`config.mk`:
```
export PLATFORM = sky130hd
export DESIGN_NAME = tcd_event_flags
export DESIGN_NICKNAME = d
export VERILOG_FILES = /design/src/tcd_change_det.v /design/src/tcd_event_flags.v
export VERILOG_INCLUDE_DIRS = /design/src /design/src/src
export SDC_FILE = /design/constraint.sdc
export NUM_CORES = 1
export LEC_CHECK = 0
export BUFFER_PORTS_ARGS = -buffer_cell sky130_fd_sc_hd__buf_2
export CORE_AREA = 2 2 119 86
export CTS_BUF_LIST = sky130_fd_sc_hd__clkbuf_4
export CTS_CLUSTER_SIZE = 16
export DETAILED_ROUTE_END_ITERATION = 16
export DIE_AREA = 0 0 121 88
export HOLD_SLACK_MARGIN = 0.15
export PLACE_DENSITY = 0.57
export SYNTH_ARGS = -nofsm -noshare
export SYNTH_HDL_FRONTEND = slang
export SYNTH_SLANG_ARGS = --single-unit
export TNS_END_PERCENT = 1
```
`constraint.sdc`:
```
create_clock -name ref_clk_i -period 3.4 [get_ports ref_clk_i]
set_input_delay 1.02 -clock ref_clk_i [delete_from_list [all_inputs] [get_ports ref_clk_i]]
set_output_delay 1.02 -clock ref_clk_i [all_outputs]
set_load 0.02 [all_outputs]
```
`src/tcd_map.vh`:
```
`ifndef TCD_MAP_VH
`define TCD_MAP_VH

// Register indices; byte address is four times the index
`define TCD_IDX_THERM_EVT 6'h0f
`define TCD_IDX_DET_EVT 6'h10
`define TCD_IDX_THERM_ENA 6'h18
`define TCD_IDX_DET_ENA 6'h19
`define TCD_IDX_THERM_STAT 6'h1a
`define TCD_IDX_DET_STAT 6'h1b
`define TCD_IDX_SUMMARY 6'h1c

// Thermal event register fields
`define TCD_TH_CUR_BIT 6
`define TCD_TH_VLT_BIT 5
`define TCD_TH_ZONE_BIT 4
`define TCD_TH_USED 8'h70

// Detection event register fields
`define TCD_DT_BUS_BIT 7
`define TCD_DT_RUNF_BIT 4
`define TCD_DT_RUNR_BIT 3
`define TCD_DT_PRT_BIT 2
`define TCD_DT_DCD_BIT 1
`define TCD_DT_CT_BIT 0
`define TCD_DT_USED 8'h9f

// Reset values
`define TCD_EVT_RESET 8'h00
`define TCD_ENA_RESET 8'hff

// Status readback field positions
`define TCD_TS_ZONE_LSB 0
`define TCD_TS_VLT_BIT 3
`define TCD_TS_CUR_BIT 4
`define TCD_DS_BUS_BIT 0
`define TCD_DS_RUN_BIT 1
`define TCD_DS_DCD_BIT 2
`define TCD_DS_CT_LSB 8
`define TCD_DS_PRT_LSB 16

// Widths of status fields
`define TCD_ZONE_W 3
`define TCD_CT_W 2
`define TCD_PRT_W 3

`endif

```
`src/tcd_change_det.v`:
```
`timescale 1ns/1ps
// Change and edge detector for a group of status bits
module tcd_change_det #(
  parameter WIDTH = 1
) (
  input wire ref_clk_i, // System clock
  input wire nrst_i, // Synchronous reset, active low
  input wire [WIDTH-1:0] cur_i, // Status value to watch
  output wire change_o, // Any bit differs from last cycle
  output wire rise_o, // Bit 0 went zero to one
  output wire fall_o // Bit 0 went one to zero
);

  reg [WIDTH-1:0] prev;
  reg armed;

  // Previous value; not armed until one value has been seen
  always @(posedge ref_clk_i) begin
    if (!nrst_i) begin
      prev <= {WIDTH{1'b0}};
      armed <= 1'b0;
    end else begin
      prev <= cur_i;
      armed <= 1'b1;
    end
  end

  // Compare against previous value
  assign change_o = armed & (|(cur_i ^ prev));
  assign rise_o = armed & cur_i[0] & ~prev[0];
  assign fall_o = armed & ~cur_i[0] & prev[0];

endmodule // tcd_change_det

```
`src/tcd_event_flags.v`:
```
// The Wishbone slave port was decided locally.
`timescale 1ns/1ps
`include "tcd_map.vh"
module tcd_event_flags #(
  parameter ZONE_W = `TCD_ZONE_W,
  parameter CT_W = `TCD_CT_W,
  parameter PRT_W = `TCD_PRT_W
) (
  input wire ref_clk_i, // System clock, 125 MHz
  input wire nrst_i, // Synchronous reset, active low
  input wire wb_cyc_i, // Wishbone cycle
  input wire wb_stb_i, // Wishbone strobe
  input wire wb_we_i, // Wishbone write enable
  input wire [7:0] wb_adr_i, // Wishbone byte address
  input wire [3:0] wb_sel_i, // Wishbone byte selects
  input wire [31:0] wb_dat_i, // Wishbone write data
  output reg [31:0] wb_dat_o, // Wishbone read data
  output reg wb_ack_o, // Wishbone acknowledge
  input wire thermal_current_reg_status_i, // Thermal current regulation active
  input wire thermal_voltage_reg_status_i, // Thermal voltage regulation active
  input wire [ZONE_W-1:0] thermal_zone_status_i, // Thermistor zone
  input wire bus_power_present_i, // Bus power detected
  input wire detection_running_i, // Charger detection in progress
  input wire [PRT_W-1:0] proprietary_type_result_i, // Proprietary type result
  input wire contact_timeout_status_i, // Contact detect timed out
  input wire [CT_W-1:0] charger_type_result_i, // Charger type result
  output reg thermal_pending_o, // Some thermal flag is set
  output reg detect_pending_o // Some detection flag is set
);

  // Register index decode
  function idx_hit;
    input [7:0] adr;
    input [5:0] idx;
    begin
      idx_hit = (adr[7:2] == idx);
    end
  endfunction

  // Byte-lane merge for 8-bit writable registers
  function [7:0] lane0_merge;
    input [7:0] old;
    input [31:0] wdat;
    input [3:0] sel;
    begin
      lane0_merge = sel[0] ? wdat[7:0] : old;
    end
  endfunction

  reg [7:0] thermal_event_flags;
  reg [7:0] charger_detect_event_flags;
  reg [7:0] thermal_event_enable;
  reg [7:0] detect_event_enable;
  reg [7:0] next_thermal_flags;
  reg [7:0] next_detect_flags;
  reg [7:0] thermal_hits;
  reg [7:0] detect_hits;
  reg [31:0] next_rdata;
  reg rd_therm;
  reg rd_det;
  wire bus_take;
  wire th_cur_chg;
  wire th_vlt_chg;
  wire th_zone_chg;
  wire bus_chg;
  wire run_rise;
  wire run_fall;
  wire prt_chg;
  wire dcd_chg;
  wire ct_chg;
  reg [31:0] therm_stat_word;
  wire [31:0] det_stat_word;

  // Status change detectors
  tcd_change_det #(.WIDTH(1)) u_th_cur (
    .ref_clk_i(ref_clk_i),
    .nrst_i(nrst_i),
    .cur_i(thermal_current_reg_status_i),
    .change_o(th_cur_chg),
    .rise_o(),
    .fall_o()
  );

  tcd_change_det #(.WIDTH(1)) u_th_vlt (
    .ref_clk_i(ref_clk_i),
    .nrst_i(nrst_i),
    .cur_i(thermal_voltage_reg_status_i),
    .change_o(th_vlt_chg),
    .rise_o(),
    .fall_o()
  );

  tcd_change_det #(.WIDTH(ZONE_W)) u_th_zone (
    .ref_clk_i(ref_clk_i),
    .nrst_i(nrst_i),
    .cur_i(thermal_zone_status_i),
    .change_o(th_zone_chg),
    .rise_o(),
    .fall_o()
  );

  tcd_change_det #(.WIDTH(1)) u_bus (
    .ref_clk_i(ref_clk_i),
    .nrst_i(nrst_i),
    .cur_i(bus_power_present_i),
    .change_o(bus_chg),
    .rise_o(),
    .fall_o()
  );

  tcd_change_det #(.WIDTH(1)) u_run (
    .ref_clk_i(ref_clk_i),
    .nrst_i(nrst_i),
    .cur_i(detection_running_i),
    .change_o(),
    .rise_o(run_rise),
    .fall_o(run_fall)
  );

  tcd_change_det #(.WIDTH(PRT_W)) u_prt (
    .ref_clk_i(ref_clk_i),
    .nrst_i(nrst_i),
    .cur_i(proprietary_type_result_i),
    .change_o(prt_chg),
    .rise_o(),
    .fall_o()
  );

  tcd_change_det #(.WIDTH(1)) u_dcd (
    .ref_clk_i(ref_clk_i),
    .nrst_i(nrst_i),
    .cur_i(contact_timeout_status_i),
    .change_o(dcd_chg),
    .rise_o(),
    .fall_o()
  );

  tcd_change_det #(.WIDTH(CT_W)) u_ct (
    .ref_clk_i(ref_clk_i),
    .nrst_i(nrst_i),
    .cur_i(charger_type_result_i),
    .change_o(ct_chg),
    .rise_o(),
    .fall_o()
  );

  // Event vectors in register bit order, gated by enables
  always @* begin
    thermal_hits = 8'h00;
    thermal_hits[`TCD_TH_CUR_BIT] = th_cur_chg;
    thermal_hits[`TCD_TH_VLT_BIT] = th_vlt_chg;
    thermal_hits[`TCD_TH_ZONE_BIT] = th_zone_chg;
    thermal_hits = thermal_hits & thermal_event_enable & `TCD_TH_USED;
    detect_hits = 8'h00;
    detect_hits[`TCD_DT_BUS_BIT] = bus_chg;
    detect_hits[`TCD_DT_RUNF_BIT] = run_fall;
    detect_hits[`TCD_DT_RUNR_BIT] = run_rise;
    detect_hits[`TCD_DT_PRT_BIT] = prt_chg;
    detect_hits[`TCD_DT_DCD_BIT] = dcd_chg;
    detect_hits[`TCD_DT_CT_BIT] = ct_chg;
    detect_hits = detect_hits & detect_event_enable & `TCD_DT_USED;
  end

  // A request is taken on the first cycle it is seen
  assign bus_take = wb_cyc_i & wb_stb_i & ~wb_ack_o;

  // Reads of the event registers
  always @* begin
    rd_therm = bus_take & ~wb_we_i & idx_hit(wb_adr_i, `TCD_IDX_THERM_EVT);
    rd_det = bus_take & ~wb_we_i & idx_hit(wb_adr_i, `TCD_IDX_DET_EVT);
  end

  // Sticky flags: read clears, a new event in the same cycle survives
  always @* begin
    next_thermal_flags = rd_therm ? 8'h00 : thermal_event_flags;
    next_thermal_flags = next_thermal_flags | thermal_hits;
    next_detect_flags = rd_det ? 8'h00 : charger_detect_event_flags;
    next_detect_flags = next_detect_flags | detect_hits;
  end

  // Flag storage
  always @(posedge ref_clk_i) begin
    if (!nrst_i) begin
      thermal_event_flags <= `TCD_EVT_RESET;
      charger_detect_event_flags <= `TCD_EVT_RESET;
    end else begin
      thermal_event_flags <= next_thermal_flags;
      charger_detect_event_flags <= next_detect_flags;
    end
  end

  // Live status words; bit placement avoids a zero-width filler
  always @* begin
    therm_stat_word = 32'h0000_0000;
    therm_stat_word[`TCD_TS_ZONE_LSB +: ZONE_W] = thermal_zone_status_i;
    therm_stat_word[`TCD_TS_VLT_BIT] = thermal_voltage_reg_status_i;
    therm_stat_word[`TCD_TS_CUR_BIT] = thermal_current_reg_status_i;
  end
  assign det_stat_word = {
    {(32 - `TCD_DS_PRT_LSB - PRT_W){1'b0}},
    proprietary_type_result_i,
    {(`TCD_DS_PRT_LSB - `TCD_DS_CT_LSB - CT_W){1'b0}},
    charger_type_result_i,
    {(`TCD_DS_CT_LSB - `TCD_DS_DCD_BIT - 1){1'b0}},
    contact_timeout_status_i,
    detection_running_i,
    bus_power_present_i
  };

  // Read data mux; unmapped addresses read zero
  always @* begin
    next_rdata = 32'h0000_0000;
    if (idx_hit(wb_adr_i, `TCD_IDX_THERM_EVT)) begin
      next_rdata[7:0] = thermal_event_flags;
    end else if (idx_hit(wb_adr_i, `TCD_IDX_DET_EVT)) begin
      next_rdata[7:0] = charger_detect_event_flags;
    end else if (idx_hit(wb_adr_i, `TCD_IDX_THERM_ENA)) begin
      next_rdata[7:0] = thermal_event_enable;
    end else if (idx_hit(wb_adr_i, `TCD_IDX_DET_ENA)) begin
      next_rdata[7:0] = detect_event_enable;
    end else if (idx_hit(wb_adr_i, `TCD_IDX_THERM_STAT)) begin
      next_rdata = therm_stat_word;
    end else if (idx_hit(wb_adr_i, `TCD_IDX_DET_STAT)) begin
      next_rdata = det_stat_word;
    end else if (idx_hit(wb_adr_i, `TCD_IDX_SUMMARY)) begin
      next_rdata[0] = |thermal_event_flags;
      next_rdata[1] = |charger_detect_event_flags;
    end
  end

  // Wishbone answer: one ack per request, read data frozen with it
  always @(posedge ref_clk_i) begin
    if (!nrst_i) begin
      wb_ack_o <= 1'b0;
      wb_dat_o <= 32'h0000_0000;
    end else begin
      wb_ack_o <= bus_take;
      if (bus_take && !wb_we_i) begin
        wb_dat_o <= next_rdata;
      end
    end
  end

  // Enable registers written through byte lane 0
  always @(posedge ref_clk_i) begin
    if (!nrst_i) begin
      thermal_event_enable <= `TCD_ENA_RESET;
      detect_event_enable <= `TCD_ENA_RESET;
    end else if (bus_take && wb_we_i) begin
      if (idx_hit(wb_adr_i, `TCD_IDX_THERM_ENA)) begin
        thermal_event_enable <= lane0_merge(thermal_event_enable, wb_dat_i, wb_sel_i);
      end
      if (idx_hit(wb_adr_i, `TCD_IDX_DET_ENA)) begin
        detect_event_enable <= lane0_merge(detect_event_enable, wb_dat_i, wb_sel_i);
      end
    end
  end

  // Pending indicators follow the flags
  always @(posedge ref_clk_i) begin
    if (!nrst_i) begin
      thermal_pending_o <= 1'b0;
      detect_pending_o <= 1'b0;
    end else begin
      thermal_pending_o <= |next_thermal_flags;
      detect_pending_o <= |next_detect_flags;
    end
  end

endmodule // tcd_event_flags

```
Word level (Yosys, flattened, before mapping). Cells that the tools add are included.

Flip-flop bits (word level): 81. Word-level logic and storage cells: 82.

Equal/unequal tests: 7. Muxes and demuxes: 15. Bitwise operators: 31. Reduce and logical (&&, ||, !) cells: 12.

Operator list (count): 2-to-1 mux 8 bit (6); equality test 6 x 5 -> 1 bit, second input constant (6); 2-to-1 mux 11 bit (3); OR reduction 8 bit (4); 2-to-1 mux 24 bit (1); 2-to-1 mux 19 bit (1); 2-to-1 mux 17 bit (1); AND 1 bit (16); AND 8 bit (1); OR 8 x 7 -> 8 bit (1); OR 8 bit (1); AND 7 bit (1); equality test 6 x 4 -> 1 bit, second input constant (1); AND reduction 3 bit (2); OR reduction 3 bit (2); bitwise XOR 3 bit (2); 2-to-1 mux 2 bit (2); NOT 1 bit (4); bitwise XOR 1 bit (4); logical AND 1 bit (2); OR reduction 2 bit (1); bitwise XOR 2 bit (1); logical NOT 1 bit (1); 2-to-1 mux 1 bit (1).

Longest topological paths before layout. Gate-level depths: netlist (run 1).

Word-level depth: 8. Mapped depth: 7. Depth with buffers taken out: 5.

Cells and area by module. Synthesis (run 1) repeated with hierarchy kept, for this count alone.

Cells, all modules: 334. Area, all modules: 3144.3 um^2.

Modules (own cells, without submodules): tcd_event_flags (instances 1, cells an instance 252, area each 2329.7 um^2, sequential area each 960.9 um^2); tcd_change_det at u_bus ... (instances 5, cells an instance 8, area each 80.1 um^2, sequential area each 40.0 um^2); tcd_change_det at u_prt ... (instances 2, cells an instance 15, area each 150.1 um^2, sequential area each 80.1 um^2); tcd_change_det at u_ct (instances 1, cells an instance 12, area each 113.9 um^2, sequential area each 60.1 um^2).

Worst setup path after synthesis (run 1). No wires, ideal clock.

Kind: input port to flip-flop. From: input wb_adr_i[3]. To: register detect_event_enable[6]. Setup time: 0.129 ns. Arrival time: 2.138 ns. Setup slack: 1.133 ns. Cell stages on the path: 7. Buffers on the path: 2. Cells stage by stage: buf_2 > nor2b_1 > and2_4 > and2b_1 > buf_6 > mux2i_1 > nand2_1.

Longest elaborated chain between the ends: 2.

RTL lines: start, declared (line tcd_event_flags.v:14) `input wire [7:0] wb_adr_i,`; equality test 6 x 5 -> 1 bit (line tcd_event_flags.v:36) `idx_hit = (adr[7:2] == idx);`; AND reduction 3 bit (no source line); end signal, assigned (line tcd_event_flags.v:248) `` detect_event_enable <= `TCD_ENA_RESET; ``; end signal, assigned (line tcd_event_flags.v:254) `detect_event_enable <= lane0_merge(detect_event_enable, wb_dat_i, wb_sel_i);`; end, declared (line tcd_event_flags.v:53) `reg [7:0] detect_event_enable;`.

No other way between the ends. A chain may end at the register's enable or synchronous reset.

Worst setup path after layout (run 1).
From: input wb_adr_i[7]. To: register detect_event_enable[3].

The elaborated chain is that of the path after synthesis.

==> results of run 1 <==
==> kinds of logic after synthesis <==
| family | Yosys count | share of synthesized area |
|---|---|---|
| xor gates and xnor gates | 12 | 0.0376 |
| muxes | 20 | 0.0721 |
| DFF | 62 | 0.444 |
| and+or+nand+nor | 106 | 0.227 |
| other | 1 | 0.00134 |
| AOI/OAI and AO/OA | 53 | 0.137 |
| buffers and inverters | 35 | 0.0806 |
==> flip-flops by register name, indices dropped and copies added (netlist names), 2 cells and up <==
| signal | count |
|---|---|
| detect_event_enable | 8 |
| u_th_zone.prev | 3 |
| thermal_event_enable | 8 |
| charger_detect_event_flags | 8 |
| wb_dat_o | 13 |
| thermal_event_flags | 8 |
| u_ct.prev | 2 |
| u_prt.prev | 3 |
==> final cells by class <==
| class | count | area share |
|---|---|---|
| Inverter | 3 | 0.00350 |
| Timing Repair Buffer | 50 | 0.0793 |
| Multi-Input combinational cell | 210 | 0.433 |
| Sequential cell | 62 | 0.386 |
| Clock inverter | 5 | 0.0229 |
| Tap cell | 128 | 0.0497 |
| Clock buffer | 11 | 0.0257 |
==> report_power, final <==
group | total, W | internal [W] | switching, W
logic | 0.000165 | 0.0000631 | 0.000102
registers | 0.000766 | 0.000750 | 0.0000161
clock network | 0.000565 | 0.000311 | 0.000254
total | 0.00150 | 0.00112 | 0.000373
==> worst max-delay path: stages <==
cell      delay, ps
buf_2           120
and4bb_1        490
and2_4          250
and2b_1         410
mux2i_1         240
nand2_1          60
==> routing by layer <==
| layer | GRT usage | part of all wire | wire length, um |
|---|---|---|---|
| met1 | 0.204 | 0.51 | 3700 |
| met2 | 0.197 | 0.41 | 2940 |
| met3 | 0.0540 | 0.072 | 518 |
| met4 | 0.0412 | 0.0056 | 40 |
| met5 | 0 | 0 | 0 |
==> final timing paths <==
path	startpoint	endpoint	cells after the start
setup / recovery	wb_adr_i[7]	detect_event_enable[3]$_SDFFE_PN1P_	6
hold / removal	wb_dat_o[17]$_SDFFE_PN0P_	wb_dat_o[17]$_SDFFE_PN0P_	1
setup reg to reg	wb_ack_o$_SDFF_PN0_	thermal_pending_o$_SDFF_PN0_	5
hold reg to reg	wb_dat_o[17]$_SDFFE_PN0P_	wb_dat_o[17]$_SDFFE_PN0P_	1
==> Yosys cell counts, types with 4 or more instances <==
library cell,count
mux2i_1,19
nor3_1,6
xor2_1,4
buf_4,20
and2_1,14
o21ai_1,4
o21ai_0,6
clkbuf_1,7
nand2_1,28
a221oi_1,6
a21oi_1,10
and3_1,9
xnor2_1,8
a32oi_1,4
a22o_1,7
dfxtp_1,62
nor2_1,16
nor2b_1,4
nand3_1,5
==> stage by stage <==
step	worst slack [ps]	util
after floorplan	1130	-
after global placement	667	0.323
after detailed placement	648	0.323
after CTS	1100	0.339
after global routing	975	0.339
final	1090	0.339
==> metrics.cfg, run 1 <==
[cells_and_area]
area_growth_syn_to_layout_pct=15.2
nFillCells=978
nets=398
multi_input_area_mm2=0.00140
drive_above_1_share=0.214
layout_common_cells=62 x dfxtp_1, 48 x buf_2, 28 x nand2_1
instances_no_fill=469
seqCellArea_mm2=0.00124
final_common_cell=dfxtp_1
design_area_mm2=0.00322
n_antenna_cell=0

[synthesis]
yosys.area.top_type=dfxtp_1
synth.distinct_cells=51
synth_enable_flop_cells=0
synth_top_flop_cell=dfxtp_1
synthCells=289
postSynthAreaPerCell_um2=9.67
ys_seq_area_frac=0.444
ys_seq_elements=62
yosysWarnings=0
synthTopCellsByArea=dfxtp_1 44%, mux2i_1 6.8%, buf_4 5.4%, nand2_1 3.8%, and2_1 3.1%
syn_area_mm2=0.00279
synth_top_cell_area_share=0.444
postSynth.asyncResetShare=0

[placement]
dp_cells=453
gp_congestion=0.901
placed_cell_area_mm2=0.00306
io_buffers=48
dp_hpwl_um=5450

[power]
power_w=0.00150
p_leak_nw=1.40
peakVddDrop_uv=158
powerDensity_mw_per_mm2=465

[critical_path]
critical_path_arrival_ps=2590
critical_path_class=in2reg
cp-end-kind=register
cp.required_ps=3670
regToRegSetupSlack_ps=1640
startpoint_type=input pin
critPathMaxFanout=9

[die]
num_rows=30
start_util=0.294
core_mm2=0.00950
die_area_mm2=0.0106
die_w_um=121
die_h_um=88
ios=97

[clock_network]
cts_hold_buf=0
clockBufferDepth=2
htree_levels=3
clkLatencyLatePin_ps=400
cts-root-buf=clkbuf_4
clk_pin_slew_ps=90
cts_sinks=62
cts_tree=yes
ctsResizeCount=0
cts_setup_buffers=0
cts_buffers=9

[worst_hold_path]
hold_path.class=reg2reg

[grt]
overflow=0
grt_pass1_vias=2087
grt_usage=0.142
grt_max_degree=32
antenna_found_initial=0
grt_pass1_wl_um=11300

[routing]
vias=2245
drtAntennaViolNets=0
routed_wirelength_um=7190
via_per_inst=4.79
wl_per_cell_um=15.3
firstDrtPassIters=4
drtIter0Drc=136
drc=0

[timing]
setup_viol=0
skew_ps=16.3
holdWs_ps=489
rsz0062_at_grt=no
fin_tns_setup_ps=0
layout_min_cycle_time_ps=2310
finalMaxSlewViolations=0
hold_viol=0
clock.fmax_ghz=0.432
fin_crit_sh=0.681

[flow_run]
cap_viol_max_count=0

[run_status]
status=finished, final reports clean

Power figures use the tool's default switching activity.
==> run 2: changes to the inputs <==
--- a/config.mk
+++ b/config.mk
@@ -6,14 +6,15 @@
 export SDC_FILE = /design/constraint.sdc
 export NUM_CORES = 1
 export LEC_CHECK = 0
+export ABC_AREA = 1
 export BUFFER_PORTS_ARGS = -buffer_cell sky130_fd_sc_hd__buf_2
-export CORE_AREA = 2 2 119 86
+export CORE_AREA = 2 2 122 88
 export CTS_BUF_LIST = sky130_fd_sc_hd__clkbuf_4
 export CTS_CLUSTER_SIZE = 16
 export DETAILED_ROUTE_END_ITERATION = 16
-export DIE_AREA = 0 0 121 88
+export DIE_AREA = 0 0 124 90
 export HOLD_SLACK_MARGIN = 0.15
-export PLACE_DENSITY = 0.57
+export PLACE_DENSITY = 0.56
 export SYNTH_ARGS = -nofsm -noshare
 export SYNTH_HDL_FRONTEND = slang
 export SYNTH_SLANG_ARGS = --single-unit
==> constraint.sdc (replaced) <==
create_clock -name ref_clk_i -period 2.2 [get_ports ref_clk_i]
set_input_delay 0.66 -clock ref_clk_i [delete_from_list [all_inputs] [get_ports ref_clk_i]]
set_output_delay 0.66 -clock ref_clk_i [all_outputs]
set_load 0.02 [all_outputs]
==> run 2 against run 1 <==
- non-clock buffer count up 5
- cell count is 29% higher
- sequential power is 54% higher
- die area is 4.8% higher
- worst hold slack lost 10 ps
- largest power group unchanged
- highest routed layer unchanged
==> metrics.cfg, run 2 <==
[critical_path]
cp-end-kind=register
cp_top_family=simple AND/OR/NAND/NOR gates
crit_slowest_cell=nor2_4
critical_path_arrival_ps=2070  ; -520 ps
critPathMaxFanout=9  ; unchanged
path_buf_inv=1  ; unchanged
path_cells=buf_2, nor2_1, nand2_1, nor2_4, nand2_2, nand2_1, nand2_1, nor2_1, nand2_1, nor2_1, nor2_1
slowest_delay_ps=210  ; -280 ps
worstRegToRegCells=10  ; +5
regToRegSetupSlack_ps=590  ; -1050 ps
r2r-start=wb_ack_o$_SDFF_PN0_
cp.required_ps=2470  ; -1200 ps
r2r_end=detect_pending_o$_SDFF_PN0_
critical_path_class=in2reg
startpoint_type=input pin

[synthesis]
synth_top_cell_area_share=0.422  ; -0.0221
ys_seq_elements=62  ; unchanged
synthCells=414  ; +43%
ys_seq_area_frac=0.422  ; -0.0221
synth.most_common_cell=nand2_1
yosys-top-cells-count=110 x nand2_1, 62 x dfxtp_1, 55 x nor2_1
syn_area_mm2=0.00294  ; +5.2%
postSynthAreaPerCell_um2=7.10  ; -27%
postSynth.asyncResetShare=0  ; unchanged
synth_top_flop_cell=dfxtp_1
yosys.area.top_type=dfxtp_1
synth.distinct_cells=28  ; -45%
synth_enable_flop_cells=0  ; unchanged
yosysWarnings=0  ; unchanged
synthTopCellsByArea=dfxtp_1 42%, nand2_1 14%, nor2_1 7.0%, inv_1 6.6%, buf_4 4.9%

[grt]
grt_pass1_wl_um=12000  ; +6.2%
overflow=0  ; unchanged
grt_pass1_vias=2534  ; +21%
grt_max_degree=27  ; -16%
antenna_found_initial=0  ; unchanged
grt_usage=0.142  ; -0.000171

[cells_and_area]
seqCellArea_mm2=0.00124  ; unchanged
layout_common_cells=110 x nand2_1, 62 x dfxtp_1, 55 x nor2_1
n_antenna_cell=0  ; unchanged
top_register=wb_dat_o
multi_input_area_mm2=0.00138  ; -1.3%
nFillCells=1136  ; +16%
instances_no_fill=604  ; +29%
drive_above_1_share=0.169  ; -0.0446
final_common_cell=nand2_1
nets=530  ; +33%
area_growth_syn_to_layout_pct=14.8
largest_reg_flops=13  ; unchanged

[clock_network]
cts_sinks=62  ; unchanged
clkLatencyLatePin_ps=410  ; about the same
cts-root-buf=clkbuf_4
cts_hold_buf=0  ; unchanged
htree_levels=3  ; unchanged
clk_pin_slew_ps=90  ; about the same
cts_setup_buffers=0  ; unchanged
cts_tree=yes
clockBufferDepth=2  ; unchanged
ctsResizeCount=0  ; unchanged
cts_buffers=9  ; unchanged

[die]
die_h_um=90  ; +2.3%
core_mm2=0.0101  ; +6.2%
ios=97  ; unchanged
die_area_mm2=0.0112  ; +4.8%
num_rows=31  ; +3.3%
start_util=0.292  ; -0.00264
die_w_um=124  ; +2.5%

[placement]
gp_congestion=0.864  ; -4.1%
dp_cells=589  ; +30%
dp_hpwl_um=5810  ; +6.5%
io_buffers=48  ; unchanged

[routing]
drc=0  ; unchanged
firstDrtPassIters=4  ; unchanged
vias=2665  ; +19%
wl_per_cell_um=12.3  ; -20%
drtIter0Drc=149  ; +9.6%
via_per_inst=4.41  ; -7.8%
drtAntennaViolNets=0  ; unchanged
routed_wirelength_um=7440  ; +3.4%

[run_status]
status=finished, final reports clean

[power]
p_leak_nw=1.75  ; +25%
powerDensity_mw_per_mm2=621  ; +34%
peakVddDrop_uv=350  ; +120%

[timing]
clock.fmax_ghz=0.555
slew_headroom=0.547
layout_min_cycle_time_ps=1800
setup_viol=0  ; unchanged
worstMarginPinSlew_ps=679
hold_viol=0  ; unchanged
skew_ps=9.89  ; -6.43 ps
fin_crit_sh=0.819
finalMaxSlewViolations=0  ; unchanged
fin_tns_setup_ps=0  ; unchanged
rsz0062_at_grt=no

[flow_run]
cap_viol_max_count=0  ; unchanged

[worst_hold_path]
hold_start=charger_detect_event_flags[6]$_SDFF_PN0_
hold_path.class=reg2reg
min_to=charger_detect_event_flags[6]$_SDFF_PN0_
min_path_cells=2  ; +1

==> run 2: routing by layer <==
metal / global-route usage / up-vias / wire (um)
met4: 0.0337 / 0 / 27
met1: 0.196 / 1201 / 3740
met3: 0.0584 / 2 / 597
met2: 0.205 / 72 / 3070
met5: 0 / - / 0
li1: - / 1390 / -
==> run 2: tightest hold or removal path, delay by kind of cell, from the launching register on <==
| kind | cells | cell delay [ps] |
|---|---|---|
| flip-flops | 1 | 340 |
| AND/OR/NAND/NOR | 2 | 100 |
==> run 2: area by class of cell <==
type	instances	share of cell area
Multi-Input combinational cell	288	0.408
Timing Repair Buffer	55	0.0868
Clock buffer	12	0.0267
Tap cell	132	0.0489
Sequential cell	62	0.368
Inverter	52	0.0578
Clock inverter	3	0.00371
==> run 2: stage by stage <==
step | setup slack [ps] | util | hold slack (ps) | instance area, um^2 | power [W]
2_1_floorplan | 559 | - | 441 | 3010 | 0.00141
3_3_place_gp | 70.9 | 0.324 | 459 | 3270 | 0.00147
3_5_place_dp | 5.07 | 0.324 | 464 | 3270 | 0.00148
4_1_cts | 448 | 0.335 | 451 | 3370 | 0.00212
5_1_grt | 308 | 0.335 | 450 | 3370 | 0.00222
6_report | 398 | 0.335 | 479 | 3370 | 0.00209
==> run 2: power by group <==
part	switching (W)	internal, W
Clock	0.000382	0.000256
Sequential	0.0000233	0.00116
Combinational	0.000184	0.0000905
==> run 2: kinds of logic after synthesis <==
family / count (synthesis) / share of synthesized area
and+or+nand+nor: 207 / 0.307
DFF: 62 / 0.422
buffers and inverters: 82 / 0.132
xor gates and xnor gates: 7 / 0.0209
other: 1 / 0.00128
AOI/OAI and AO/OA: 55 / 0.116
==> run 2: how the worst max path moves through the flow <==
stage	startpoint	slack, ps	depth (start not counted)	endpoint
after CTS	wb_adr_i[2]	450	11	detect_pending_o$_SDFF_PN0_
final	wb_adr_i[2]	400	11	detect_pending_o$_SDFF_PN0_
after detailed placement	wb_adr_i[2]	5	11	detect_pending_o$_SDFF_PN0_
after global placement	wb_adr_i[2]	70	11	detect_pending_o$_SDFF_PN0_
after global routing	wb_adr_i[2]	310	11	detect_pending_o$_SDFF_PN0_
after floorplan	wb_adr_i[6]	560	8	thermal_event_enable[6]$_SDFFE_PN1P_
